--- config.mk ---
export PLATFORM = sky130hd
export DESIGN_NAME = core_ctrl
export DESIGN_NICKNAME = d
export VERILOG_FILES = /design/src/shared/core_ctrl_pkg.sv /design/src/core_ctrl.sv
export SDC_FILE = /design/constraint.sdc
export NUM_CORES = 1
export LEC_CHECK = 0
export ABC_AREA = 1
export BUFFER_PORTS_ARGS = -buffer_cell sky130_fd_sc_hd__buf_4
export CAP_MARGIN = 10
export CORE_MARGIN = 2
export CORE_UTILIZATION = 45
export DETAILED_ROUTE_END_ITERATION = 12
export SYNTH_ARGS = -nofsm -noshare
export SYNTH_HDL_FRONTEND = slang
export SYNTH_SLANG_ARGS = --single-unit
--- constraint.sdc ---
create_clock -name hclk -period 5 [get_ports hclk]
set_input_delay 0.75 -clock hclk [delete_from_list [all_inputs] [get_ports hclk]]
set_output_delay 0.75 -clock hclk [all_outputs]
set_load 0.005 [all_outputs]
--- src/shared/core_ctrl_pkg.sv ---
// constants, opcodes, register map and state types of the control core
package core_ctrl_pkg;
  localparam int PC_W        = 15;
  localparam int INSTR_W     = 14;
  localparam int PTR_W       = 16;
  localparam int STACK_DEPTH = 16;
  localparam int SP_W        = 4;
  localparam int DIR_COUNT   = 8;

  // exact opcodes
  localparam logic [13:0] OP_IDLE_INSTR  = 14'h0000;
  localparam logic [13:0] OP_SOFT_RESET  = 14'h0001;
  localparam logic [13:0] OP_RETURN      = 14'h0008;
  localparam logic [13:0] OP_IRQ_RETURN  = 14'h0009;
  localparam logic [13:0] OP_CALL_ACC    = 14'h000A;
  localparam logic [13:0] OP_REL_ACC     = 14'h000B;
  localparam logic [13:0] OP_OPTION_LOAD = 14'h0062;
  localparam logic [13:0] OP_STANDBY     = 14'h0063;
  localparam logic [13:0] OP_WDT_KICK    = 14'h0064;
  // prefixes
  localparam logic [10:0] PFX_DIR_LOAD   = 11'h00C;
  localparam logic [10:0] PFX_IND_LOAD   = 11'h002;
  localparam logic [10:0] PFX_IND_STORE  = 11'h003;
  localparam logic [4:0]  PFX_REL_LIT    = 5'h19;
  localparam logic [2:0]  PFX_CALL       = 3'h4;
  localparam logic [2:0]  PFX_JUMP       = 3'h5;
  localparam logic [5:0]  PFX_RET_LIT    = 6'h34;
  localparam logic [6:0]  PFX_PTR_ADD    = 7'h62;
  localparam logic [6:0]  PFX_IDX_LOAD   = 7'h7E;
  localparam logic [6:0]  PFX_IDX_STORE  = 7'h7F;
  localparam logic [5:0]  PFX_AND_LIT    = 6'h39;
  localparam logic [5:0]  PFX_SUM_LIT    = 6'h3E;

  // register map, byte addresses
  localparam logic [7:0] REG_CTRL   = 8'h00;
  localparam logic [7:0] REG_STATUS = 8'h04;
  localparam logic [7:0] REG_ACC    = 8'h08;
  localparam logic [7:0] REG_PTR0   = 8'h0C;
  localparam logic [7:0] REG_PTR1   = 8'h10;
  localparam logic [7:0] REG_OPTION = 8'h14;
  localparam logic [7:0] REG_DIR_LO = 8'h18;
  localparam logic [7:0] REG_DIR_HI = 8'h1C;

  // status word fields
  localparam int ST_C       = 0;
  localparam int ST_DC      = 1;
  localparam int ST_Z       = 2;
  localparam int ST_PD      = 3;
  localparam int ST_TO      = 4;
  localparam int ST_GIE     = 5;
  localparam int ST_STANDBY = 6;
  localparam int ST_RUN     = 7;
  localparam int ST_PC_LSB  = 16;
  localparam int CTRL_RUN   = 0;

  localparam logic [7:0]       OPTION_RST = 8'hFF;
  localparam logic [7:0]       DIR_RST    = 8'hFF;
  localparam logic [PC_W-1:0]  PC_RST     = 15'h0000;
  localparam logic [PTR_W-1:0] PTR_RST    = 16'h0000;
  localparam logic [PTR_W-1:0] PTR_ONE    = 16'h0001;
  localparam int               PTR_MSB    = 15;

  typedef enum logic [1:0] {PH_EXEC, PH_FLUSH, PH_STRETCH} phase_t;

  typedef enum logic [4:0] {
    OPC_IDLE, OPC_SRESET, OPC_RET, OPC_IRET, OPC_CALL_VIA_ACC, OPC_RELW, OPC_OPTION, OPC_STANDBY,
    OPC_KICK, OPC_DIR, OPC_ILOAD, OPC_ISTORE, OPC_REL, OPC_CALL, OPC_JUMP, OPC_RETLIT,
    OPC_PADD, OPC_XLOAD, OPC_XSTORE, OPC_AND, OPC_SUM, OPC_OTHER
  } op_t;

  typedef struct packed {
    logic [PC_W-1:0]                    pc;
    logic [7:0]                         acc;
    logic                               c;
    logic                               dc;
    logic                               z;
    logic                               to;
    logic                               pd;
    logic                               gie;
    logic                               standby;
    logic                               run;
    logic [PTR_W-1:0]                   ptr0;
    logic [PTR_W-1:0]                   ptr1;
    logic [7:0]                         option;
    logic [DIR_COUNT-1:0][7:0]          dir;
    logic [STACK_DEPTH-1:0][PC_W-1:0]   stack;
    logic [SP_W-1:0]                    sp;
    phase_t                             phase;
    logic [15:0]                        wdt_cnt;
    logic                               soft_rst;
    logic                               kick;
    logic                               wdt_to;
    logic                               bus_wr;
    logic [7:0]                         bus_addr;
    logic [31:0]                        hrdata;
  } state_t;
endpackage : core_ctrl_pkg

--- src/core_ctrl.sv ---
// control-flow, inherent and indirect execution core with ahb-lite register slave
`timescale 1ns/100ps
module core_ctrl import core_ctrl_pkg::*; #(
  parameter int WDT_LIMIT = 4000
) (
  // clock and reset
  input  wire logic                 hclk,
  input  wire logic                 hresetn,
  // ahb-lite slave
  input  wire logic                 hsel,
  input  wire logic [31:0]          haddr,
  input  wire logic [1:0]           htrans,
  input  wire logic                 hwrite,
  input  wire logic [2:0]           hsize,
  input  wire logic [31:0]          hwdata,
  input  wire logic                 hready,
  output logic                      hreadyout,
  output logic                      hresp,
  output logic [31:0]               hrdata,
  // program memory
  output logic [PC_W-1:0]           pmem_addr,
  input  wire logic [INSTR_W-1:0]   pmem_data,
  // data memory
  output logic [PTR_W-1:0]          dmem_addr,
  output logic [7:0]                dmem_wdata,
  output logic                      dmem_we,
  output logic                      dmem_re,
  input  wire logic [7:0]           dmem_rdata,
  // system
  input  wire logic                 wake,
  output logic                      soft_reset,
  output logic                      wdt_kick,
  output logic                      wdt_timeout,
  output logic                      standby,
  output logic [7:0]                option_out
);

  localparam logic [15:0] WDT_TOP = 16'(WDT_LIMIT - 1);

  state_t s_q;
  state_t s_d;

  // ****************************************
  // helpers
  // ****************************************
  function automatic op_t decode(input logic [13:0] i);
    op_t o;
    o = OPC_OTHER;
    if (i == OP_IDLE_INSTR) o = OPC_IDLE;
    else if (i == OP_SOFT_RESET) o = OPC_SRESET;
    else if (i == OP_RETURN) o = OPC_RET;
    else if (i == OP_IRQ_RETURN) o = OPC_IRET;
    else if (i == OP_CALL_ACC) o = OPC_CALL_VIA_ACC;
    else if (i == OP_REL_ACC) o = OPC_RELW;
    else if (i == OP_OPTION_LOAD) o = OPC_OPTION;
    else if (i == OP_STANDBY) o = OPC_STANDBY;
    else if (i == OP_WDT_KICK) o = OPC_KICK;
    else if (i[13:3] == PFX_DIR_LOAD) o = OPC_DIR;
    else if (i[13:3] == PFX_IND_LOAD) o = OPC_ILOAD;
    else if (i[13:3] == PFX_IND_STORE) o = OPC_ISTORE;
    else if (i[13:9] == PFX_REL_LIT) o = OPC_REL;
    else if (i[13:11] == PFX_CALL) o = OPC_CALL;
    else if (i[13:11] == PFX_JUMP) o = OPC_JUMP;
    else if (i[13:8] == PFX_RET_LIT) o = OPC_RETLIT;
    else if (i[13:7] == PFX_PTR_ADD) o = OPC_PADD;
    else if (i[13:7] == PFX_IDX_LOAD) o = OPC_XLOAD;
    else if (i[13:7] == PFX_IDX_STORE) o = OPC_XSTORE;
    else if (i[13:8] == PFX_AND_LIT) o = OPC_AND;
    else if (i[13:8] == PFX_SUM_LIT) o = OPC_SUM;
    return o;
  endfunction : decode

  // sign-extended six-bit literal added modulo 2^16
  function automatic logic [PTR_W-1:0] ptr_offset(input logic [PTR_W-1:0] p, input logic [5:0] k);
    return p + {{10{k[5]}}, k};
  endfunction : ptr_offset

  // registers are whole words: drop the byte lane
  function automatic logic [7:0] word_addr(input logic [31:0] a);
    return {a[7:2], 2'b00};
  endfunction : word_addr

  function automatic logic [31:0] read_mux(input state_t s, input logic [7:0] a);
    logic [31:0] r;
    r = 32'h0000_0000;
    case (a)
      REG_CTRL: r[CTRL_RUN] = s.run;
      REG_STATUS: begin
        r[ST_C]       = s.c;
        r[ST_DC]      = s.dc;
        r[ST_Z]       = s.z;
        r[ST_PD]      = s.pd;
        r[ST_TO]      = s.to;
        r[ST_GIE]     = s.gie;
        r[ST_STANDBY] = s.standby;
        r[ST_RUN]     = s.run;
        r[ST_PC_LSB +: PC_W] = s.pc;
      end
      REG_ACC:    r[7:0]  = s.acc;
      REG_PTR0:   r[15:0] = s.ptr0;
      REG_PTR1:   r[15:0] = s.ptr1;
      REG_OPTION: r[7:0]  = s.option;
      REG_DIR_LO: r = {s.dir[3], s.dir[2], s.dir[1], s.dir[0]};
      REG_DIR_HI: r = {s.dir[7], s.dir[6], s.dir[5], s.dir[4]};
      default:    r = 32'h0000_0000;
    endcase
    return r;
  endfunction : read_mux

  // ****************************************
  // next state
  // ****************************************
  always_comb begin
    op_t              op;
    logic [PC_W-1:0]  pc_inc;
    logic             n;
    logic [PTR_W-1:0] p;
    logic [PTR_W-1:0] p_mod;
    logic [PTR_W-1:0] ea;
    logic [8:0]       sum;
    logic [4:0]       half;
    logic [SP_W-1:0]  sp_dn;
    logic [7:0]       lit;
    s_d        = s_q;
    op         = decode(pmem_data);
    pc_inc     = s_q.pc + 15'h0001;
    n          = 1'b0;
    p          = PTR_RST;
    p_mod      = PTR_RST;
    ea         = PTR_RST;
    lit        = pmem_data[7:0];
    sum        = {1'b0, s_q.acc} + {1'b0, lit};
    half       = {1'b0, s_q.acc[3:0]} + {1'b0, lit[3:0]};
    sp_dn      = s_q.sp - 4'h1;
    dmem_addr  = PTR_RST;
    dmem_wdata = s_q.acc;
    dmem_we    = 1'b0;
    dmem_re    = 1'b0;
    s_d.soft_rst = 1'b0;
    s_d.kick     = 1'b0;
    s_d.wdt_to   = 1'b0;

    // watchdog counter runs while the core is enabled
    if (s_q.run) begin
      if (s_q.wdt_cnt == WDT_TOP) begin
        s_d.wdt_cnt = 16'h0000;
        s_d.to      = 1'b0;
        s_d.wdt_to  = 1'b1;
      end else begin
        s_d.wdt_cnt = s_q.wdt_cnt + 16'h0001;
      end
    end

    if (s_q.standby && wake) begin
      s_d.standby = 1'b0;
    end

    if (s_q.run && !s_q.standby) begin
      case (s_q.phase)
        PH_FLUSH, PH_STRETCH: begin
          s_d.phase = PH_EXEC;
        end
        PH_EXEC: begin
          s_d.pc = pc_inc;
          case (op)
            OPC_IDLE, OPC_OTHER: begin
              s_d.pc = pc_inc;
            end
            OPC_REL: begin
              s_d.pc    = pc_inc + {{6{pmem_data[8]}}, pmem_data[8:0]};
              s_d.phase = PH_FLUSH;
            end
            OPC_RELW: begin
              s_d.pc    = pc_inc + {7'h00, s_q.acc};
              s_d.phase = PH_FLUSH;
            end
            OPC_CALL, OPC_CALL_VIA_ACC: begin
              s_d.stack[s_q.sp] = pc_inc;
              s_d.sp = s_q.sp + 4'h1;
              if (op == OPC_CALL) s_d.pc = {s_q.pc[14:11], pmem_data[10:0]};
              else s_d.pc = {s_q.pc[14:8], s_q.acc};
              s_d.phase = PH_FLUSH;
            end
            OPC_JUMP: begin
              s_d.pc    = {s_q.pc[14:11], pmem_data[10:0]};
              s_d.phase = PH_FLUSH;
            end
            OPC_RET, OPC_IRET, OPC_RETLIT: begin
              s_d.pc    = s_q.stack[sp_dn];
              s_d.sp    = sp_dn;
              s_d.phase = PH_FLUSH;
              if (op == OPC_IRET) s_d.gie = 1'b1;
              if (op == OPC_RETLIT) s_d.acc = lit;
            end
            OPC_KICK: begin
              s_d.wdt_cnt = 16'h0000;
              s_d.wdt_to  = 1'b0;
              s_d.kick    = 1'b1;
              s_d.to      = 1'b1;
              s_d.pd      = 1'b1;
            end
            OPC_OPTION: begin
              s_d.option = s_q.acc;
            end
            OPC_SRESET: begin
              s_d.pc       = PC_RST;
              s_d.acc      = 8'h00;
              s_d.sp       = 4'h0;
              s_d.ptr0     = PTR_RST;
              s_d.ptr1     = PTR_RST;
              s_d.option   = OPTION_RST;
              s_d.dir      = {DIR_COUNT{DIR_RST}};
              s_d.gie      = 1'b0;
              s_d.soft_rst = 1'b1;
            end
            OPC_STANDBY: begin
              s_d.standby = 1'b1;
              s_d.to      = 1'b1;
              s_d.pd      = 1'b0;
              s_d.wdt_cnt = 16'h0000;
              s_d.wdt_to  = 1'b0;
            end
            OPC_DIR: begin
              s_d.dir[pmem_data[2:0]] = s_q.acc;
            end
            OPC_PADD: begin
              if (pmem_data[6]) s_d.ptr1 = ptr_offset(s_q.ptr1, pmem_data[5:0]);
              else s_d.ptr0 = ptr_offset(s_q.ptr0, pmem_data[5:0]);
            end
            OPC_ILOAD, OPC_ISTORE, OPC_XLOAD, OPC_XSTORE: begin
              if (op == OPC_ILOAD || op == OPC_ISTORE) begin
                n     = pmem_data[2];
                p     = n ? s_q.ptr1 : s_q.ptr0;
                p_mod = pmem_data[0] ? p - PTR_ONE : p + PTR_ONE;
                ea    = pmem_data[1] ? p : p_mod;
                if (n) s_d.ptr1 = p_mod;
                else s_d.ptr0 = p_mod;
              end else begin
                n  = pmem_data[6];
                p  = n ? s_q.ptr1 : s_q.ptr0;
                ea = ptr_offset(p, pmem_data[5:0]);
              end
              dmem_addr = ea;
              if (op == OPC_ILOAD || op == OPC_XLOAD) begin
                dmem_re = 1'b1;
                s_d.acc = dmem_rdata;
                s_d.z   = (dmem_rdata == 8'h00);
              end else begin
                dmem_we = 1'b1;
              end
              if (ea[PTR_MSB]) s_d.phase = PH_STRETCH;
            end
            OPC_AND: begin
              s_d.acc = s_q.acc & lit;
              s_d.z   = ((s_q.acc & lit) == 8'h00);
            end
            OPC_SUM: begin
              s_d.acc = sum[7:0];
              s_d.c   = sum[8];
              s_d.dc  = half[4];
              s_d.z   = (sum[7:0] == 8'h00);
            end
            default: begin
              s_d.pc = pc_inc;
            end
          endcase
        end
        default: begin
          s_d.phase = PH_EXEC;
        end
      endcase
    end

    // a timeout landing with a kick or standby still counts
    if (s_q.run && s_q.wdt_cnt == WDT_TOP) begin
      s_d.wdt_to = 1'b1;
      s_d.to     = 1'b0;
    end

    // ****************************************
    // bus slave: data-phase writes win over core
    // ****************************************
    if (s_q.bus_wr) begin
      case (s_q.bus_addr)
        REG_CTRL: s_d.run  = hwdata[CTRL_RUN];
        REG_ACC:  s_d.acc  = hwdata[7:0];
        REG_PTR0: s_d.ptr0 = hwdata[15:0];
        REG_PTR1: s_d.ptr1 = hwdata[15:0];
        default:  s_d.run  = s_d.run;
      endcase
    end
    s_d.bus_wr = 1'b0;
    if (hsel && hready && htrans[1]) begin
      s_d.bus_wr   = hwrite;
      s_d.bus_addr = word_addr(haddr);
      if (!hwrite) s_d.hrdata = read_mux(s_q, word_addr(haddr));
    end
  end

  // ****************************************
  // state register
  // ****************************************
  always_ff @(posedge hclk or negedge hresetn) begin
    if (!hresetn) begin
      s_q          <= '0;
      s_q.pc       <= PC_RST;
      s_q.to       <= 1'b1;
      s_q.pd       <= 1'b1;
      s_q.option   <= OPTION_RST;
      s_q.dir      <= {DIR_COUNT{DIR_RST}};
      s_q.phase    <= PH_EXEC;
    end else begin
      s_q <= s_d;
    end
  end

  // ****************************************
  // outputs
  // ****************************************
  assign hreadyout   = 1'b1;
  assign hresp       = 1'b0;
  assign hrdata      = s_q.hrdata;
  assign pmem_addr   = s_q.pc;
  assign soft_reset  = s_q.soft_rst;
  assign wdt_kick    = s_q.kick;
  assign wdt_timeout = s_q.wdt_to;
  assign standby     = s_q.standby;
  assign option_out  = s_q.option;

endmodule : core_ctrl

==> flow_metrics.env <==
export IMPL_status="complete, no violations"
export IMPL_synth_seq_cells=439
export IMPL_die_area_sq_um=65730
export IMPL_ctsResizeCount=0
export IMPL_clk_pin_slew_ns=0.06
export IMPL_tightest_slew_ns=1.216
export IMPL_grt_max_degree=115
export IMPL_hp_class="primary input to async pin"
export IMPL_ctsLongestPathBuffers=3
export IMPL_ff_latch_area_sq_um=11080
export IMPL_htree_levels=2
export IMPL_yosysTopAreaCell="dfrtp_1"
export IMPL_start_util_pct=45.52
export IMPL_cts_tree="built"
export IMPL_gp_congestion=0.9940
export IMPL_p_leak_nw=15.39
export IMPL_fp_coreArea_sq_um=62970
export IMPL_worstRegToRegCells=18
export IMPL_area_delta_synth_final_pct=10.57
export IMPL_syn_inst=4036
export IMPL_cp_end_kind="output port"
export IMPL_rrSetupSlack_ns=1.09
export IMPL_critical_path_class="flip-flop to output port"
export IMPL_fin_util_pct=50.33
export IMPL_synth_fp_nets=4225
export IMPL_placementRows=92
export IMPL_maxCapViolations=0
export IMPL_max_freq_mhz=223.8
export IMPL_ant_nets=0
export IMPL_ys_warnings_count=0
export IMPL_async_flop_share_pct=100.0
export IMPL_drt_iter0_drc=3001
export IMPL_postCtsSetupBuffers=0
export IMPL_finalCritPeriodShare_pct=89.37
export IMPL_cts_buffers_inserted=51
export IMPL_grt_overflow=0
export IMPL_syn_area_per_cell_sq_um=7.102
export IMPL_clk_latency_ns=0.63
export IMPL_synth_top_area_share_pct=31.87
export IMPL_arrival_ns=3.72
export IMPL_slew_limit_headroom_pct=18.76
export IMPL_finalHoldViolations=0
export IMPL_drive_above_1_share_pct=10.08
export IMPL_finalMaxSlewViolations=0
export IMPL_antenna_found_initial=4
export IMPL_drc=0
export IMPL_viasPerCell=5.609
export IMPL_fill_cells=6417
export IMPL_die_h_um=256.4
export IMPL_irDropWorstVdd_uv=533.7
export IMPL_synth_edf_count=0
export IMPL_dr_pass1_iters=8
export IMPL_synth_ff_type="dfrtp_1"
export IMPL_post_place_ws_ns=0.6873
export IMPL_grtUsageTotal_pct=29.82
export IMPL_synth_distinct_cells=64
export IMPL_timing_rr_end="pmem_addr[12]"
export IMPL_multi_input_area_sq_um=14700
export IMPL_final_setup_worst_slack_ns=0.5317
export IMPL_yosys_top_cells_area="dfrtp_1 32%, nand2_1 15%, o21ai_0 8.5%"
export IMPL_finalSetupViolCount=0
export IMPL_grt_pass1_vias=24910
export IMPL_ctsHoldBuffers=0
export IMPL_ios=184
export IMPL_fin_nets=4206
export IMPL_wirelength_um=99790
export IMPL_crit_path_start_kind="flip-flop"
export IMPL_portBuffers=135
export IMPL_rsz0062_at_grt="no"
export IMPL_fin_skew_ns=0.02782
export IMPL_crit_required_ns=4.25
export IMPL_die_w_um=256.4
export IMPL_holdWs_ns=0.09304
export IMPL_setup_tns_ns=0
export IMPL_wl_per_cell_um=20.34
export IMPL_critPathMaxFanout=4
export IMPL_finalCriticalPeriod_ns=4.468
export IMPL_clockRootBuffer="clkbuf_16"
export IMPL_seq_area_frac_synth_pct=38.65
export IMPL_num_vias=27520
export IMPL_p_per_area_nw_per_um2=498.7
export IMPL_hpwl_um=69810
export IMPL_synth_area_sq_um=28660
export IMPL_r2r_start="pmem_addr[0]"
export IMPL_grt_pass1_wl_um=153100
export IMPL_cts_sinks=439
==> worst max path at each step <==
stage	start	to	slack (ns)
finish	s_q[395]	dmem_addr[8]	0.53
global route	s_q[395]	dmem_addr[8]	0.35
CTS	s_q[395]	dmem_addr[8]	0.59
detailed placement	pmem_data[2]	dmem_addr[8]	0.69
global placement	pmem_data[2]	dmem_addr[8]	0.70
floorplan	pmem_data[6]	dmem_addr[14]	1.23
==> per-stage QoR <==
| stage | power, mW | instance area [sq um] | instances |
|---|---|---|---|
| 3_3_place_gp | 11.81 | 29940 | 4810 |
| 2_1_floorplan | 9.618 | 28660 | 4036 |
| 6_report | 15.81 | 31690 | 4906 |
| 5_1_grt | 16.88 | 31690 | 4905 |
| 3_5_place_dp | 11.85 | 29940 | 4810 |
| 4_1_cts | 15.77 | 31690 | 4905 |
==> metal layers <==
metal,part of all wire (%),global-route usage (%),vias to the layer above,routed length (um)
met5,0.035,0,-,35
met4,3.0,8.915,6,3034
met3,7.8,4.804,169,7753
met2,43,44.50,998,42800
met1,46,44.29,13080,46170
li1,-,-,13270,-
==> logic make-up after synthesis <==
kind of cell / share of synthesized area [%]
xor+xnor: 1.742
mux: 0.07857
simple gates: 25.89
buf+inv: 10.12
other cells: 0.02620
flops: 38.65
fa+ha+maj: 4.173
compound gates: 19.32
==> layout make-up <==
class,instances,share of cell area (%)
clock buffer,80,4.749
inverter,414,4.911
multi-input combinational,2917,46.37
sequential,439,34.97
tap,846,3.340
clock inverter,15,0.7580
antenna,1,0.007896
timing repair buffer,194,4.896
==> cells in the mapped netlist, types with 3 or more instances <==
cell	count
a211oi_1	16
a21o_1	14
a21oi_1	269
a221o_1	4
a221oi_1	19
a22oi_1	41
a31oi_1	8
a32o_1	10
a41oi_1	3
buf_1	14
buf_2	15
buf_4	74
buf_6	7
clkbuf_1	156
clkinv_1	6
dfrtp_1	365
dfstp_2	74
fa_1	6
ha_1	86
inv_1	392
inv_2	16
nand2_1	1144
nand2_2	3
nand3_1	263
nand3b_1	32
nand4_1	23
nor2_1	231
nor2_2	7
nor3_1	34
nor4_1	8
o2111ai_1	11
o211ai_1	23
o21a_1	3
o21ai_0	485
o21ai_1	9
o21bai_1	6
o221ai_1	11
o22ai_1	38
o311ai_0	3
o31ai_1	5
or2_2	17
xnor2_1	17
xor2_1	40
==> layout by cell type, fill, tap and decap left out, types with 40 or more instances in the layout <==
| cell | count |
|---|---|
| buf_4 | 186 |
| a22oi_1 | 41 |
| nor2_1 | 231 |
| xor2_1 | 40 |
| a21oi_1 | 269 |
| dfrtp_1 | 364 |
| ha_1 | 85 |
| nand2_1 | 1143 |
| o21ai_0 | 485 |
| inv_1 | 391 |
| dfstp_2 | 74 |
| nand3_1 | 263 |
| clkbuf_16 | 51 |
==> where the power goes <==
| group | internal, mW | total (mW) | switching (mW) |
|---|---|---|---|
| clock network | 2.29 | 3.89 | 1.60 |
| registers | 4.40 | 5.15 | 0.753 |
| logic | 2.23 | 6.77 | 4.54 |
==> worst max-delay path, stage by stage (launching register included) <==
cell      delay, ns
dfrtp_1        0.41
inv_1          0.15
o21ai_0        0.48
inv_1          0.11
fa_1           0.42
inv_1          0.13
nand3_1        0.08
nand2_1        0.14
a21o_1         0.17
xor2_1         0.16
or2_2          0.31
a221oi_1       0.35
buf_4          0.18
(Power assumes the default switching activity.)
